[src/irq_entry_pkg.sv]
// Purpose: shared constants for the interrupt entry and return block
// Assumes: 32-bit apb data, one word per register, 16-bit program counter
// Notes: source index 0 is external_request_zero, the highest vectored priority
package irq_entry_pkg;
  localparam int NUM_FLAG = 4;
  localparam int NUM_LEVEL = 2;
  localparam int NUM_SRC = NUM_FLAG + NUM_LEVEL;
  localparam int IDX_W = 3;
  localparam int PC_W = 16;
  localparam int SP_W = 16;

  // apb register byte offsets
  localparam logic [11:0] OFF_STATUS = 12'h000;
  localparam logic [11:0] OFF_ENABLE = 12'h004;
  localparam logic [11:0] OFF_FLAGS = 12'h008;
  localparam logic [11:0] OFF_MCU_CTRL = 12'h00c;
  localparam logic [11:0] OFF_ZPAGE = 12'h010;
  localparam logic [11:0] OFF_STACK = 12'h014;
  localparam logic [11:0] OFF_STATE = 12'h018;

  // field positions
  localparam int GIE_BIT = 7;
  localparam int RELOC_BIT = 1;

  // reset values
  localparam logic [7:0] STATUS_RST = 8'h00;
  localparam logic [NUM_SRC-1:0] ENABLE_RST = '0;
  localparam logic [7:0] ZPAGE_RST = 8'h00;
  localparam logic [SP_W-1:0] SP_RST = 16'h0aff;

  // program memory layout
  localparam logic [PC_W-1:0] VEC_BASE_APP = 16'h0000;
  localparam logic [PC_W-1:0] BOOT_START_DEF = 16'h3800;
  localparam logic [PC_W-1:0] VEC_STRIDE = 16'h0002;

  // cycle and byte figures
  localparam logic [2:0] ENTRY_CYCLES = 3'h5;
  localparam logic [2:0] RETURN_CYCLES = 3'h5;
  localparam logic [2:0] WAKE_CYCLES = 3'h5;
  localparam logic [2:0] PC_BYTES = 3'h3;

  typedef enum logic [1:0] {
    ST_RUN,
    ST_WAKE,
    ST_ENTRY,
    ST_RETURN
  } seq_state_t;
endpackage : irq_entry_pkg

[src/irq_entry_return.sv]
// Purpose: interrupt gating, priority, vector entry and return sequencing
// Assumes: pipeline pulses instr_done on the last cycle of each instruction
// Notes: registers reached over apb with no wait state: pready rises in the first access cycle
//
// Added by the designer: the APB register port and the placing of the registers.
module irq_entry_return #(
  parameter logic [15:0] BOOT_START = irq_entry_pkg::BOOT_START_DEF
) (
  input wire logic pclk,
  input wire logic presetn,
  input wire logic clk_en,
  input wire logic psel,
  input wire logic penable,
  input wire logic pwrite,
  input wire logic [11:0] paddr,
  input wire logic [31:0] pwdata,
  output logic [31:0] prdata,
  output logic pready,
  output logic pslverr,
  input wire logic [irq_entry_pkg::NUM_FLAG-1:0] flag_event,
  input wire logic [irq_entry_pkg::NUM_LEVEL-1:0] level_req,
  input wire logic instr_done,
  input wire logic instr_sei,
  input wire logic instr_cli,
  input wire logic instr_irq_ret,
  input wire logic sleeping,
  input wire logic [irq_entry_pkg::PC_W-1:0] cur_pc,
  input wire logic boot_reset_fuse,
  input wire logic app_boot_lock_bit,
  input wire logic boot_section_lock_bit,
  input wire logic [7:0] stk_rdata,
  input wire logic extended_program_load,
  input wire logic self_program_store,
  input wire logic [7:0] z_high_byte,
  input wire logic [7:0] z_low_byte,
  output logic cpu_hold,
  output logic pc_load,
  output logic [irq_entry_pkg::PC_W-1:0] pc_load_addr,
  output logic [irq_entry_pkg::PC_W-1:0] reset_vector,
  output logic stk_we,
  output logic stk_re,
  output logic [irq_entry_pkg::SP_W-1:0] stk_addr,
  output logic [7:0] stk_wdata,
  output logic [23:0] prog_addr
);
  import irq_entry_pkg::*;

  logic [7:0] status_flags_reg_r;
  logic [NUM_SRC-1:0] enable_r;
  logic [NUM_FLAG-1:0] flags_r;
  logic [7:0] mcu_control_reg_r;
  logic [7:0] z_pointer_page_extension_r;
  logic [SP_W-1:0] sp_r;
  seq_state_t state_r;
  logic [2:0] cnt_r;
  logic [IDX_W-1:0] src_idx_r;
  logic [PC_W-1:0] saved_pc_r;
  logic [PC_W-1:0] ret_pc_r;
  logic [31:0] prdata_r;
  logic pready_r;
  logic pslverr_r;
  logic cpu_hold_r;
  logic pc_load_r;
  logic [PC_W-1:0] pc_load_addr_r;
  logic [PC_W-1:0] reset_vector_r;
  logic stk_we_r;
  logic stk_re_r;
  logic [SP_W-1:0] stk_addr_r;
  logic [7:0] stk_wdata_r;
  logic [23:0] prog_addr_r;

  logic wr_en;
  logic rd_setup;
  logic addr_ok;
  logic gie;
  logic [NUM_SRC-1:0] pending;
  logic any_pend;
  logic [IDX_W-1:0] win_idx;
  logic in_app;
  logic suppress;
  logic boundary;
  logic take;
  logic [PC_W-1:0] vec_base;
  logic [PC_W-1:0] vec_addr;
  logic [NUM_FLAG-1:0] hw_clr;
  logic [NUM_FLAG-1:0] sw_clr;
  logic seq_last;
  logic ret_done;
  logic entry_done;

  assign gie = status_flags_reg_r[GIE_BIT];

  // apb decode: setup captures read data, access phase completes
  assign wr_en = psel && penable && pready_r && pwrite && addr_ok;
  assign rd_setup = psel && !penable;
  always_comb begin
    case (paddr)
      OFF_STATUS, OFF_ENABLE, OFF_FLAGS, OFF_MCU_CTRL,
      OFF_ZPAGE, OFF_STACK, OFF_STATE: addr_ok = 1'b1;
      default: addr_ok = 1'b0;
    endcase
  end

  always_ff @(posedge pclk or negedge presetn) begin
    if (!presetn) begin
      pready_r <= 1'b0;
      pslverr_r <= 1'b0;
      prdata_r <= 32'h0000_0000;
    end else if (clk_en) begin
      pready_r <= rd_setup;
      pslverr_r <= rd_setup && !addr_ok;
      if (rd_setup) begin
        case (paddr)
          OFF_STATUS: prdata_r <= {24'h000000, status_flags_reg_r};
          OFF_ENABLE: prdata_r <= {{(32-NUM_SRC){1'b0}}, enable_r};
          OFF_FLAGS: prdata_r <= {{(32-NUM_SRC){1'b0}}, level_req, flags_r};
          OFF_MCU_CTRL: prdata_r <= {24'h000000, mcu_control_reg_r};
          OFF_ZPAGE: prdata_r <= {24'h000000, z_pointer_page_extension_r};
          OFF_STACK: prdata_r <= {16'h0000, sp_r};
          OFF_STATE: prdata_r <= {24'h000000, 1'b0, src_idx_r, 2'b00, state_r};
          default: prdata_r <= 32'h0000_0000;
        endcase
      end
    end
  end

  // pending requests and fixed priority
  assign pending = {level_req, flags_r} & enable_r;
  assign any_pend = |pending;
  always_comb begin
    win_idx = '0;
    for (int i = NUM_SRC - 1; i >= 0; i--) begin
      if (pending[i]) begin
        win_idx = IDX_W'(i);
      end
    end
  end

  // boot lock suppression depends on which section is executing
  assign in_app = cur_pc < BOOT_START;
  assign suppress = (app_boot_lock_bit && in_app && mcu_control_reg_r[RELOC_BIT]) ||
                    (boot_section_lock_bit && !in_app && !mcu_control_reg_r[RELOC_BIT]);

  // cli in the boundary cycle blocks; sei lands at this edge so old gie blocks
  assign boundary = (instr_done && !instr_cli && !instr_irq_ret) ||
                    sleeping;
  assign take = clk_en && state_r == ST_RUN && gie && any_pend && !suppress &&
                boundary;

  assign vec_base = mcu_control_reg_r[RELOC_BIT] ? BOOT_START : VEC_BASE_APP;
  assign vec_addr = vec_base + PC_W'(({13'h0000, src_idx_r} + 16'h0001) * VEC_STRIDE);

  assign seq_last = cnt_r == 3'h1;
  assign entry_done = clk_en && state_r == ST_ENTRY && seq_last;
  assign ret_done = clk_en && state_r == ST_RETURN && seq_last;

  // sequencer
  always_ff @(posedge pclk or negedge presetn) begin
    if (!presetn) begin
      state_r <= ST_RUN;
      cnt_r <= 3'h0;
      src_idx_r <= '0;
      saved_pc_r <= '0;
    end else if (clk_en) begin
      case (state_r)
        ST_RUN: begin
          if (take) begin
            src_idx_r <= win_idx;
            saved_pc_r <= cur_pc;
            state_r <= sleeping ? ST_WAKE : ST_ENTRY;
            cnt_r <= sleeping ? WAKE_CYCLES : ENTRY_CYCLES;
          end else if (instr_done && instr_irq_ret) begin
            state_r <= ST_RETURN;
            cnt_r <= RETURN_CYCLES;
          end
        end
        ST_WAKE: begin
          cnt_r <= seq_last ? ENTRY_CYCLES : cnt_r - 3'h1;
          if (seq_last) begin
            state_r <= ST_ENTRY;
          end
        end
        ST_ENTRY, ST_RETURN: begin
          cnt_r <= cnt_r - 3'h1;
          if (seq_last) begin
            state_r <= ST_RUN;
          end
        end
        default: state_r <= ST_RUN;
      endcase
    end
  end

  // stack traffic: pc low, pc high, then a zero third byte
  always_ff @(posedge pclk or negedge presetn) begin
    if (!presetn) begin
      stk_we_r <= 1'b0;
      stk_re_r <= 1'b0;
      stk_addr_r <= '0;
      stk_wdata_r <= 8'h00;
      ret_pc_r <= '0;
    end else if (clk_en) begin
      stk_we_r <= 1'b0;
      stk_re_r <= 1'b0;
      if (state_r == ST_ENTRY && cnt_r > (ENTRY_CYCLES - PC_BYTES)) begin
        stk_we_r <= 1'b1;
        stk_addr_r <= sp_r - SP_W'(ENTRY_CYCLES - cnt_r);
        case (ENTRY_CYCLES - cnt_r)
          3'h0: stk_wdata_r <= saved_pc_r[7:0];
          3'h1: stk_wdata_r <= saved_pc_r[15:8];
          default: stk_wdata_r <= 8'h00;
        endcase
      end
      if (state_r == ST_RETURN && cnt_r > (RETURN_CYCLES - PC_BYTES)) begin
        stk_re_r <= 1'b1;
        stk_addr_r <= sp_r + SP_W'(RETURN_CYCLES - cnt_r + 3'h1);
      end
      if (stk_re_r) begin
        ret_pc_r <= {ret_pc_r[7:0], stk_rdata}; // third pop holds the low byte last
      end
    end
  end

  // stack pointer and program counter redirection
  always_ff @(posedge pclk or negedge presetn) begin
    if (!presetn) begin
      sp_r <= SP_RST;
      pc_load_r <= 1'b0;
      pc_load_addr_r <= '0;
      cpu_hold_r <= 1'b0;
    end else if (clk_en) begin
      pc_load_r <= entry_done || ret_done;
      cpu_hold_r <= take || (state_r != ST_RUN && !seq_last) ||
                    (state_r == ST_WAKE) || (state_r == ST_RUN && instr_done && instr_irq_ret);
      if (entry_done) begin
        sp_r <= sp_r - SP_W'(PC_BYTES);
        pc_load_addr_r <= vec_addr;
      end else if (ret_done) begin
        sp_r <= sp_r + SP_W'(PC_BYTES);
        pc_load_addr_r <= ret_pc_r;
      end else if (wr_en && paddr == OFF_STACK) begin
        sp_r <= pwdata[SP_W-1:0];
      end
    end
  end

  // status register: only the global enable bit is touched by hardware
  always_ff @(posedge pclk or negedge presetn) begin
    if (!presetn) begin
      status_flags_reg_r <= STATUS_RST;
    end else if (clk_en) begin
      if (wr_en && paddr == OFF_STATUS) begin
        status_flags_reg_r <= pwdata[7:0];
      end
      if (instr_done && instr_sei) begin
        status_flags_reg_r[GIE_BIT] <= 1'b1;
      end
      if (instr_done && instr_cli) begin
        status_flags_reg_r[GIE_BIT] <= 1'b0;
      end
      if (take) begin
        status_flags_reg_r[GIE_BIT] <= 1'b0;
      end
      if (ret_done) begin
        status_flags_reg_r[GIE_BIT] <= 1'b1;
      end
    end
  end

  // flags: events win over both clears
  assign hw_clr = (take && win_idx < IDX_W'(NUM_FLAG)) ?
                  NUM_FLAG'(1) << win_idx : '0;
  assign sw_clr = (wr_en && paddr == OFF_FLAGS) ? pwdata[NUM_FLAG-1:0] : '0;
  always_ff @(posedge pclk or negedge presetn) begin
    if (!presetn) begin
      flags_r <= '0;
    end else if (clk_en) begin
      flags_r <= (flags_r & ~hw_clr & ~sw_clr) | flag_event;
    end
  end

  // software-written configuration
  always_ff @(posedge pclk or negedge presetn) begin
    if (!presetn) begin
      enable_r <= ENABLE_RST;
      mcu_control_reg_r <= 8'h00;
      z_pointer_page_extension_r <= ZPAGE_RST;
    end else if (clk_en && wr_en) begin
      case (paddr)
        OFF_ENABLE: enable_r <= pwdata[NUM_SRC-1:0];
        OFF_MCU_CTRL: mcu_control_reg_r <= pwdata[7:0];
        OFF_ZPAGE: z_pointer_page_extension_r <= pwdata[7:0];
        default: ;
      endcase
    end
  end

  // reset vector and program memory pointer
  always_ff @(posedge pclk or negedge presetn) begin
    if (!presetn) begin
      reset_vector_r <= VEC_BASE_APP;
      prog_addr_r <= 24'h000000;
    end else if (clk_en) begin
      reset_vector_r <= boot_reset_fuse ? BOOT_START : VEC_BASE_APP;
      if (extended_program_load || self_program_store) begin
        prog_addr_r <= {z_pointer_page_extension_r, z_high_byte, z_low_byte};
      end else begin
        prog_addr_r <= {8'h00, z_high_byte, z_low_byte};
      end
    end
  end

  assign prdata = prdata_r;
  assign pready = pready_r;
  assign pslverr = pslverr_r;
  assign cpu_hold = cpu_hold_r;
  assign pc_load = pc_load_r;
  assign pc_load_addr = pc_load_addr_r;
  assign reset_vector = reset_vector_r;
  assign stk_we = stk_we_r;
  assign stk_re = stk_re_r;
  assign stk_addr = stk_addr_r;
  assign stk_wdata = stk_wdata_r;
  assign prog_addr = prog_addr_r;
endmodule : irq_entry_return

[config.mk]
export PLATFORM = sky130hd
export DESIGN_NAME = irq_entry_return
export DESIGN_NICKNAME = d
export VERILOG_FILES = /design/src/irq_entry_pkg.sv /design/src/irq_entry_return.sv
export SDC_FILE = /design/constraint.sdc
export NUM_CORES = 1
export LEC_CHECK = 0
export ABC_AREA = 1
export BUFFER_PORTS_ARGS = -buffer_cell sky130_fd_sc_hd__buf_4
export CAP_MARGIN = 0
export CORE_UTILIZATION = 59
export CTS_CLUSTER_DIAMETER = 150
export DETAILED_ROUTE_END_ITERATION = 12
export HOLD_SLACK_MARGIN = 0.08
export PLACE_DENSITY = 0.85
export SLEW_MARGIN = 20
export SYNTH_ARGS = -nofsm -noshare
export SYNTH_HDL_FRONTEND = slang
export SYNTH_SLANG_ARGS = --single-unit
[constraint.sdc]
create_clock -name pclk -period 7.4 [get_ports pclk]
set_input_delay 1.11 -clock pclk [delete_from_list [all_inputs] [get_ports pclk]]
set_output_delay 1.11 -clock pclk [all_outputs]
set_load 0.02 [all_outputs]
Word-level counts from Yosys, hierarchy flattened
Index checks and enable logic that the tools add are counted.
{ "classes": {"addsub": 10, "magnitude_cmp": 3, "n_eq_ne": 14, "n_shift": 1, "n_mux": 38, "n_bitwise": 6, "reduce_logical": 74} }
{ "ops": {"columns": ["op", "n"], "rows": [
  ["16-bit two-way mux", 7],
  ["16-bit case mux with 7 select lines", 1],
  ["12-bit by 5-bit == test with 1-bit output, second input constant", 3],
  ["1-bit logical AND", 34],
  ["14-bit two-way mux", 2],
  ["3-bit two-way mux", 9],
  ["12-bit by 4-bit == test with 1-bit output, second input constant", 2],
  ["24-bit two-way mux", 1],
  ["2-bit AND reduction", 12],
  ["16-bit adder", 1],
  ["16-bit by 2-bit adder with 16-bit output, second input constant", 1],
  ["16-bit by 14-bit < comparator with 1-bit output, second input constant", 1],
  ["8-bit case mux with 2 select lines", 1],
  ["16-bit subtractor", 1],
  ["16-bit by 2-bit subtractor with 16-bit output, second input constant", 1],
  ["14-bit by 5-bit adder with 15-bit output", 1],
  ["12-bit by 3-bit == test with 1-bit output, second input constant", 1],
  ["12-bit logical NOT", 1],
  ["2-bit two-way mux", 5],
  ["3-bit case mux with 3 select lines", 1],
  ["4-bit AND", 2],
  ["1-bit logical NOT", 8],
  ["4-bit two-way mux", 2],
  ["8-bit two-way mux", 1],
  ["29 further kinds", 47]
]} }
{ "word_totals": {"reg_bits": 208, "input_bits": 106, "out_inout_bits": 118, "elab_cells": 170} }

Longest topological paths before layout
{ "depth": {"ltp_word": 14, "depth_mapped": 19, "depth_no_buf": 19} }

Worst setup path after synthesis
No wires, ideal clock.
{ "synth_path": {"path_kind": "register to register", "startpoint": "register cnt_r[2]", "endpoint": "register stk_addr_r[8], in the netlist stk_addr[8]", "setup_time_ps": 135, "arrival_ps": 2748, "t_required_ps": 7265, "setup_slack_ps": 4516, "stages_incl_launch_ff": 14, "path_buffers": 0, "period_less_slack_ps": 2884, "path_cell_list": "dfrtp_1 > inv_1 > ha_1 > o21ai_0 > nor2_2 > o21ai_0 > ha_1 > nand2_1 > inv_1 > a21boi_0 > nor2_1 > nor2_1 > xor2_1 > o21ai_0"} }
{ "synth_between": {"elab_chain_len": 4, "elab_cells_between_ends": 11, "cone_classes": "add/sub (4); order compare (1); mux (2); reduce/logical (4)"} }
{ "synth_lines": {"columns": ["element", "line_no", "text"], "rows": [
  ["start: declaration", "irq_entry_return.sv:55", "logic [2:0] cnt_r;"],
  ["start signal: assignment", "irq_entry_return.sv:171", "cnt_r <= sleeping ? WAKE_CYCLES : ENTRY_CYCLES;"],
  ["start signal: assignment", "irq_entry_return.sv:178", "cnt_r <= seq_last ? ENTRY_CYCLES : cnt_r - 3'h1;"],
  ["start signal: assignment", "irq_entry_return.sv:184", "cnt_r <= cnt_r - 3'h1;"],
  ["3-bit by 3-bit subtractor with 4-bit output / 3-bit by 2-bit greater-than comparator with 1-bit output (equally long branches)", null, null],
  ["4-bit by 2-bit adder with 5-bit output (tied with other cells)", "irq_entry_return.sv:216", "stk_addr_r <= sp_r + SP_W'(RETURN_CYCLES - cnt_r + 3'h1);"],
  ["16-bit adder (tied with other cells)", "irq_entry_return.sv:216", null],
  ["16-bit two-way mux / 2-bit AND reduction (equally long branches)", null, null],
  ["end signal: assignment", "irq_entry_return.sv:207", "stk_addr_r <= sp_r - SP_W'(ENTRY_CYCLES - cnt_r);"],
  ["end signal: assignment", "irq_entry_return.sv:216", null],
  ["end: declaration", "irq_entry_return.sv:68", "logic [SP_W-1:0] stk_addr_r;"]
]} }
Parallel ways exist; a longest one is shown, timed or not. The select of a mux whose other input is x is not followed.
A chain may end at the register's enable or synchronous reset.

Worst setup path after layout
Ends and elaborated chain as after synthesis.

==> impl_metrics.ini <==
[logic_synthesis]
synth_seq_cells = 177
synth_cells = 1287
yosysTopAreaCell = dfrtp_1
syn_avg_cell_area_sq_um = 7.81
synth_edf_count = 0
ys_warn_count = 0
async_flop_share_pct = 100
synth_top_area_share_pct = 41.6
ys.flop_type = dfrtp_1
synth.most_common_cell = nand2_1
synth.yosys.seq_area_share_pct = 44.2
synth_cell_type_count = 49
synth_common_cells = 366 x nand2_1, 167 x dfrtp_1, 124 x nand3_1, 118 x inv_1, 86 x nor2_1
netlist_area_sq_um = 10100
yosys-top-cells-area = dfrtp_1 42%, nand2_1 14%, nand3_1 6.2%, inv_1 4.4%, o21ai_0 3.7%

[clocking]
cts.sinks = 177
cts_root_buffer = clkbuf_16
h-tree-depth = 4
post_cts_buffers = 0
cts_buffers = 17
cts-resized-gates = 0
holdBufCountCts = 0
cts_tree = done
clk_path_buf_depth = 2
path_clk_slew_ns = 0.07
clk_latency_ns = 0.43

[drt]
wl_um = 26600
dr.pass1.iters = 5
drc = 0
vias_per_cell = 5.56
vias = 9322
routedWlPerCell_um = 15.8
detail-route-antenna-nets = 0
drtIter0Drc = 890

[final_layout]
diodes = 0
drive_gt1_share_pct = 19.7
area.growth.synth_to_final_pct = 19.0
stdcell_area_sq_um = 12000
finalNetCount = 1579
fin_cells = 1676

[timing]
fin_skew_ns = 0.00933
slew_violations = 0
setup_viol = 0
rsz0062_at_grt = no
slew_headroom_pct = 34.8
fin_crit_sh_pct = 46.6
tightestPinTransition_ns = 0.978
finalHoldWorstSlack_ns = 0.478
hold_violations = 0
max_freq_mhz = 290
finalCriticalPeriod_ns = 3.45
fin_tns_setup_ns = 0

[worst_setup_path]
worstPathCellList = inv_1, ha_1, o21ai_0, nor2_2, o21ai_0, ha_1, nand2_1, inv_1, a21boi_0, nor2_1, nor2_1, xor2_1, o21ai_0
worstPathRequired_ns = 7.68
cp_max_fo = 10
slowest_stage = o21ai_0
cpPeakStageDelay_ns = 0.65
critPathKind = register to register
reg2reg_depth = 13
start_kind = register
cp.arrival_ns = 3.73
crit_path_frequent_cell = o21ai_0
critPathCaptureType = register

[hold_path]
holdPathStages = 2
hold_class = register to register

[global_route]
met1_usage_pct = 41.1
overflow = 0
grt_pass1_wl_um = 43500
busiest_layer = met2
grt_use_met2_pct = 51.1
met3_usage_pct = 8.01
first_global_vias = 8803
grt_max_degree = 106
antenna_found_initial = 0
grt_usage_pct = 31.4

[pwr]
switching_share_pct = 41.4
ir_drop_mv = 0.245
p_leak_nw = 6.28
power.density_nw_per_um2 = 337
internal_power_mw = 2.36
power_mw = 4.03
pwr-share-comb_pct = 43.5
p_seq_share_pct = 33.9
p_switching_mw = 1.67
clockPowerShare_pct = 22.6

[placed_design]
placed_area_sq_um = 11400
portBuffers = 178
dp_cells = 1644
dp_hpwl_um = 18600
place_congestion = 0.899

[floorplanning]
dieArea_sq_um = 17600
coreArea_sq_um = 16600
rows = 47
die_w_um = 133
die_h_um = 133
initial_core_util_pct = 60.6
io_pins = 224

[job]
cap_violations = 0

[run_status]
status = completed
cell type report:
type / count / area [sq um]
fill: 1337 / 4610
timing repair buffer: 182 / 1370
tap: 220 / 275
inverter: 127 / 477
clock buffer: 20 / 447
multi-input combinational: 938 / 4810
clock inverter: 12 / 148
sequential: 177 / 4440
logic make-up (layout without fill, tap and decap cells):
logic type / after synthesis / after routing / synth area share (%)
flip-flops: 177 / 177 / 44.2
AO/OA/AOI/OAI: 205 / 205 / 12.0
adder cells (fa/ha/maj): 30 / 30 / 3.88
other: 1 / 29 / 0.0373
AND/OR/NAND/NOR: 642 / 642 / 27.7
XOR/XNOR: 16 / 16 / 1.39
buffers and inverters: 200 / 341 / 9.07
multiplexers: 16 / 16 / 1.79
final timing paths:
| check | start | endpoint | slack [ns] |
|---|---|---|---|
| min in group asynchronous | presetn | prog_addr[2]$_DFFE_PN0P_ | 0.78 |
| setup reg to reg | cnt_r[2]$_DFFE_PN0P_ | stk_addr[8]$_DFFE_PN0P_ | 3.95 |
| hold reg to reg | prog_addr[4]$_DFFE_PN0P_ | prog_addr[4]$_DFFE_PN0P_ | 0.48 |
| hold / removal | prog_addr[4]$_DFFE_PN0P_ | prog_addr[4]$_DFFE_PN0P_ | 0.48 |
| setup / recovery | cnt_r[2]$_DFFE_PN0P_ | stk_addr[8]$_DFFE_PN0P_ | 3.95 |
| max in group asynchronous | presetn | stk_addr[7]$_DFFE_PN0P_ | 5.08 |
registers in the layout, summed over array words and instances, names as in the netlist:
name	count
stk_addr	16
saved_pc_r	16
stk_re	1
sp_r	16
state_r	2
prdata	16
src_idx_r	3
cnt_r	3
mcu_control_reg_r	8
enable_r	6
z_pointer_page_extension_r	8
prog_addr	24
cpu_hold	1
flags_r	4
status_flags_reg_r	8
pready	1
pc_load	1
pc_load_addr	16
pslverr	1
ret_pc_r	16
reset_vector	1
stk_wdata	8
stk_we	1
worst max-delay path: cells and delay by family, from the launching register on:
| family | cells | cell delay, ns |
|---|---|---|
| xor gates and xnor gates | 1 | 0.15 |
| and+or+nand+nor | 4 | 0.48 |
| DFF | 1 | 0.56 |
| adders and majority gates | 2 | 0.64 |
| buffers and inverters | 2 | 0.13 |
| AOI/OAI and AO/OA | 4 | 1.34 |
layout by cell type (no fill, tap or decap), types with 4 or more instances in the layout:
cell          n
dfrtp_1     167
a21oi_1      39
dfstp_2      10
nand4_1      19
a31oi_1       5
buf_4       181
inv_2         5
nand2_2       6
nor2_2        9
clkinv_1      4
a22oi_1       5
mux2_2       16
xnor2_1       5
conb_1       29
inv_1       118
o31ai_1      10
xor2_1       11
nand2_1     366
nor3_1       16
o21ai_2      15
a221oi_1      4
o22ai_1      11
nand3_1     123
o21ai_0      74
nand2_4       5
clkinvlp_4    4
nor2_1       86
a22o_1        5
clkbuf_16    17
o21ai_1      26
ha_1         28
metal layers:
| layer | vias up | wire [um] |
|---|---|---|
| met2 | 422 | 12300 |
| met5 | - | 0 |
| met1 | 4361 | 11300 |
| met4 | 0 | 731 |
| met3 | 52 | 2220 |
| li1 | 4487 | - |
stage by stage:
step | util [%] | setup slack, ns
final | 72.2 | 3.95
after global routing | 72.2 | 3.65
after CTS | 72.2 | 3.97
after detailed placement | 68.6 | 4.01
after global placement | 68.6 | 4.09
after floorplan | - | 4.52
power by group through the flow:
stage | Clock (mW) | Combinational, mW | Sequential (mW)
2_1_floorplan | 0 | 1.13 | 1.45
3_3_place_gp | 0 | 1.68 | 1.37
3_5_place_dp | 0 | 1.72 | 1.37
4_1_cts | 0.919 | 1.75 | 1.36
5_1_grt | 0.962 | 1.96 | 1.39
6_report | 0.911 | 1.75 | 1.37
Note: power is estimated with default switching activity, not from simulation.
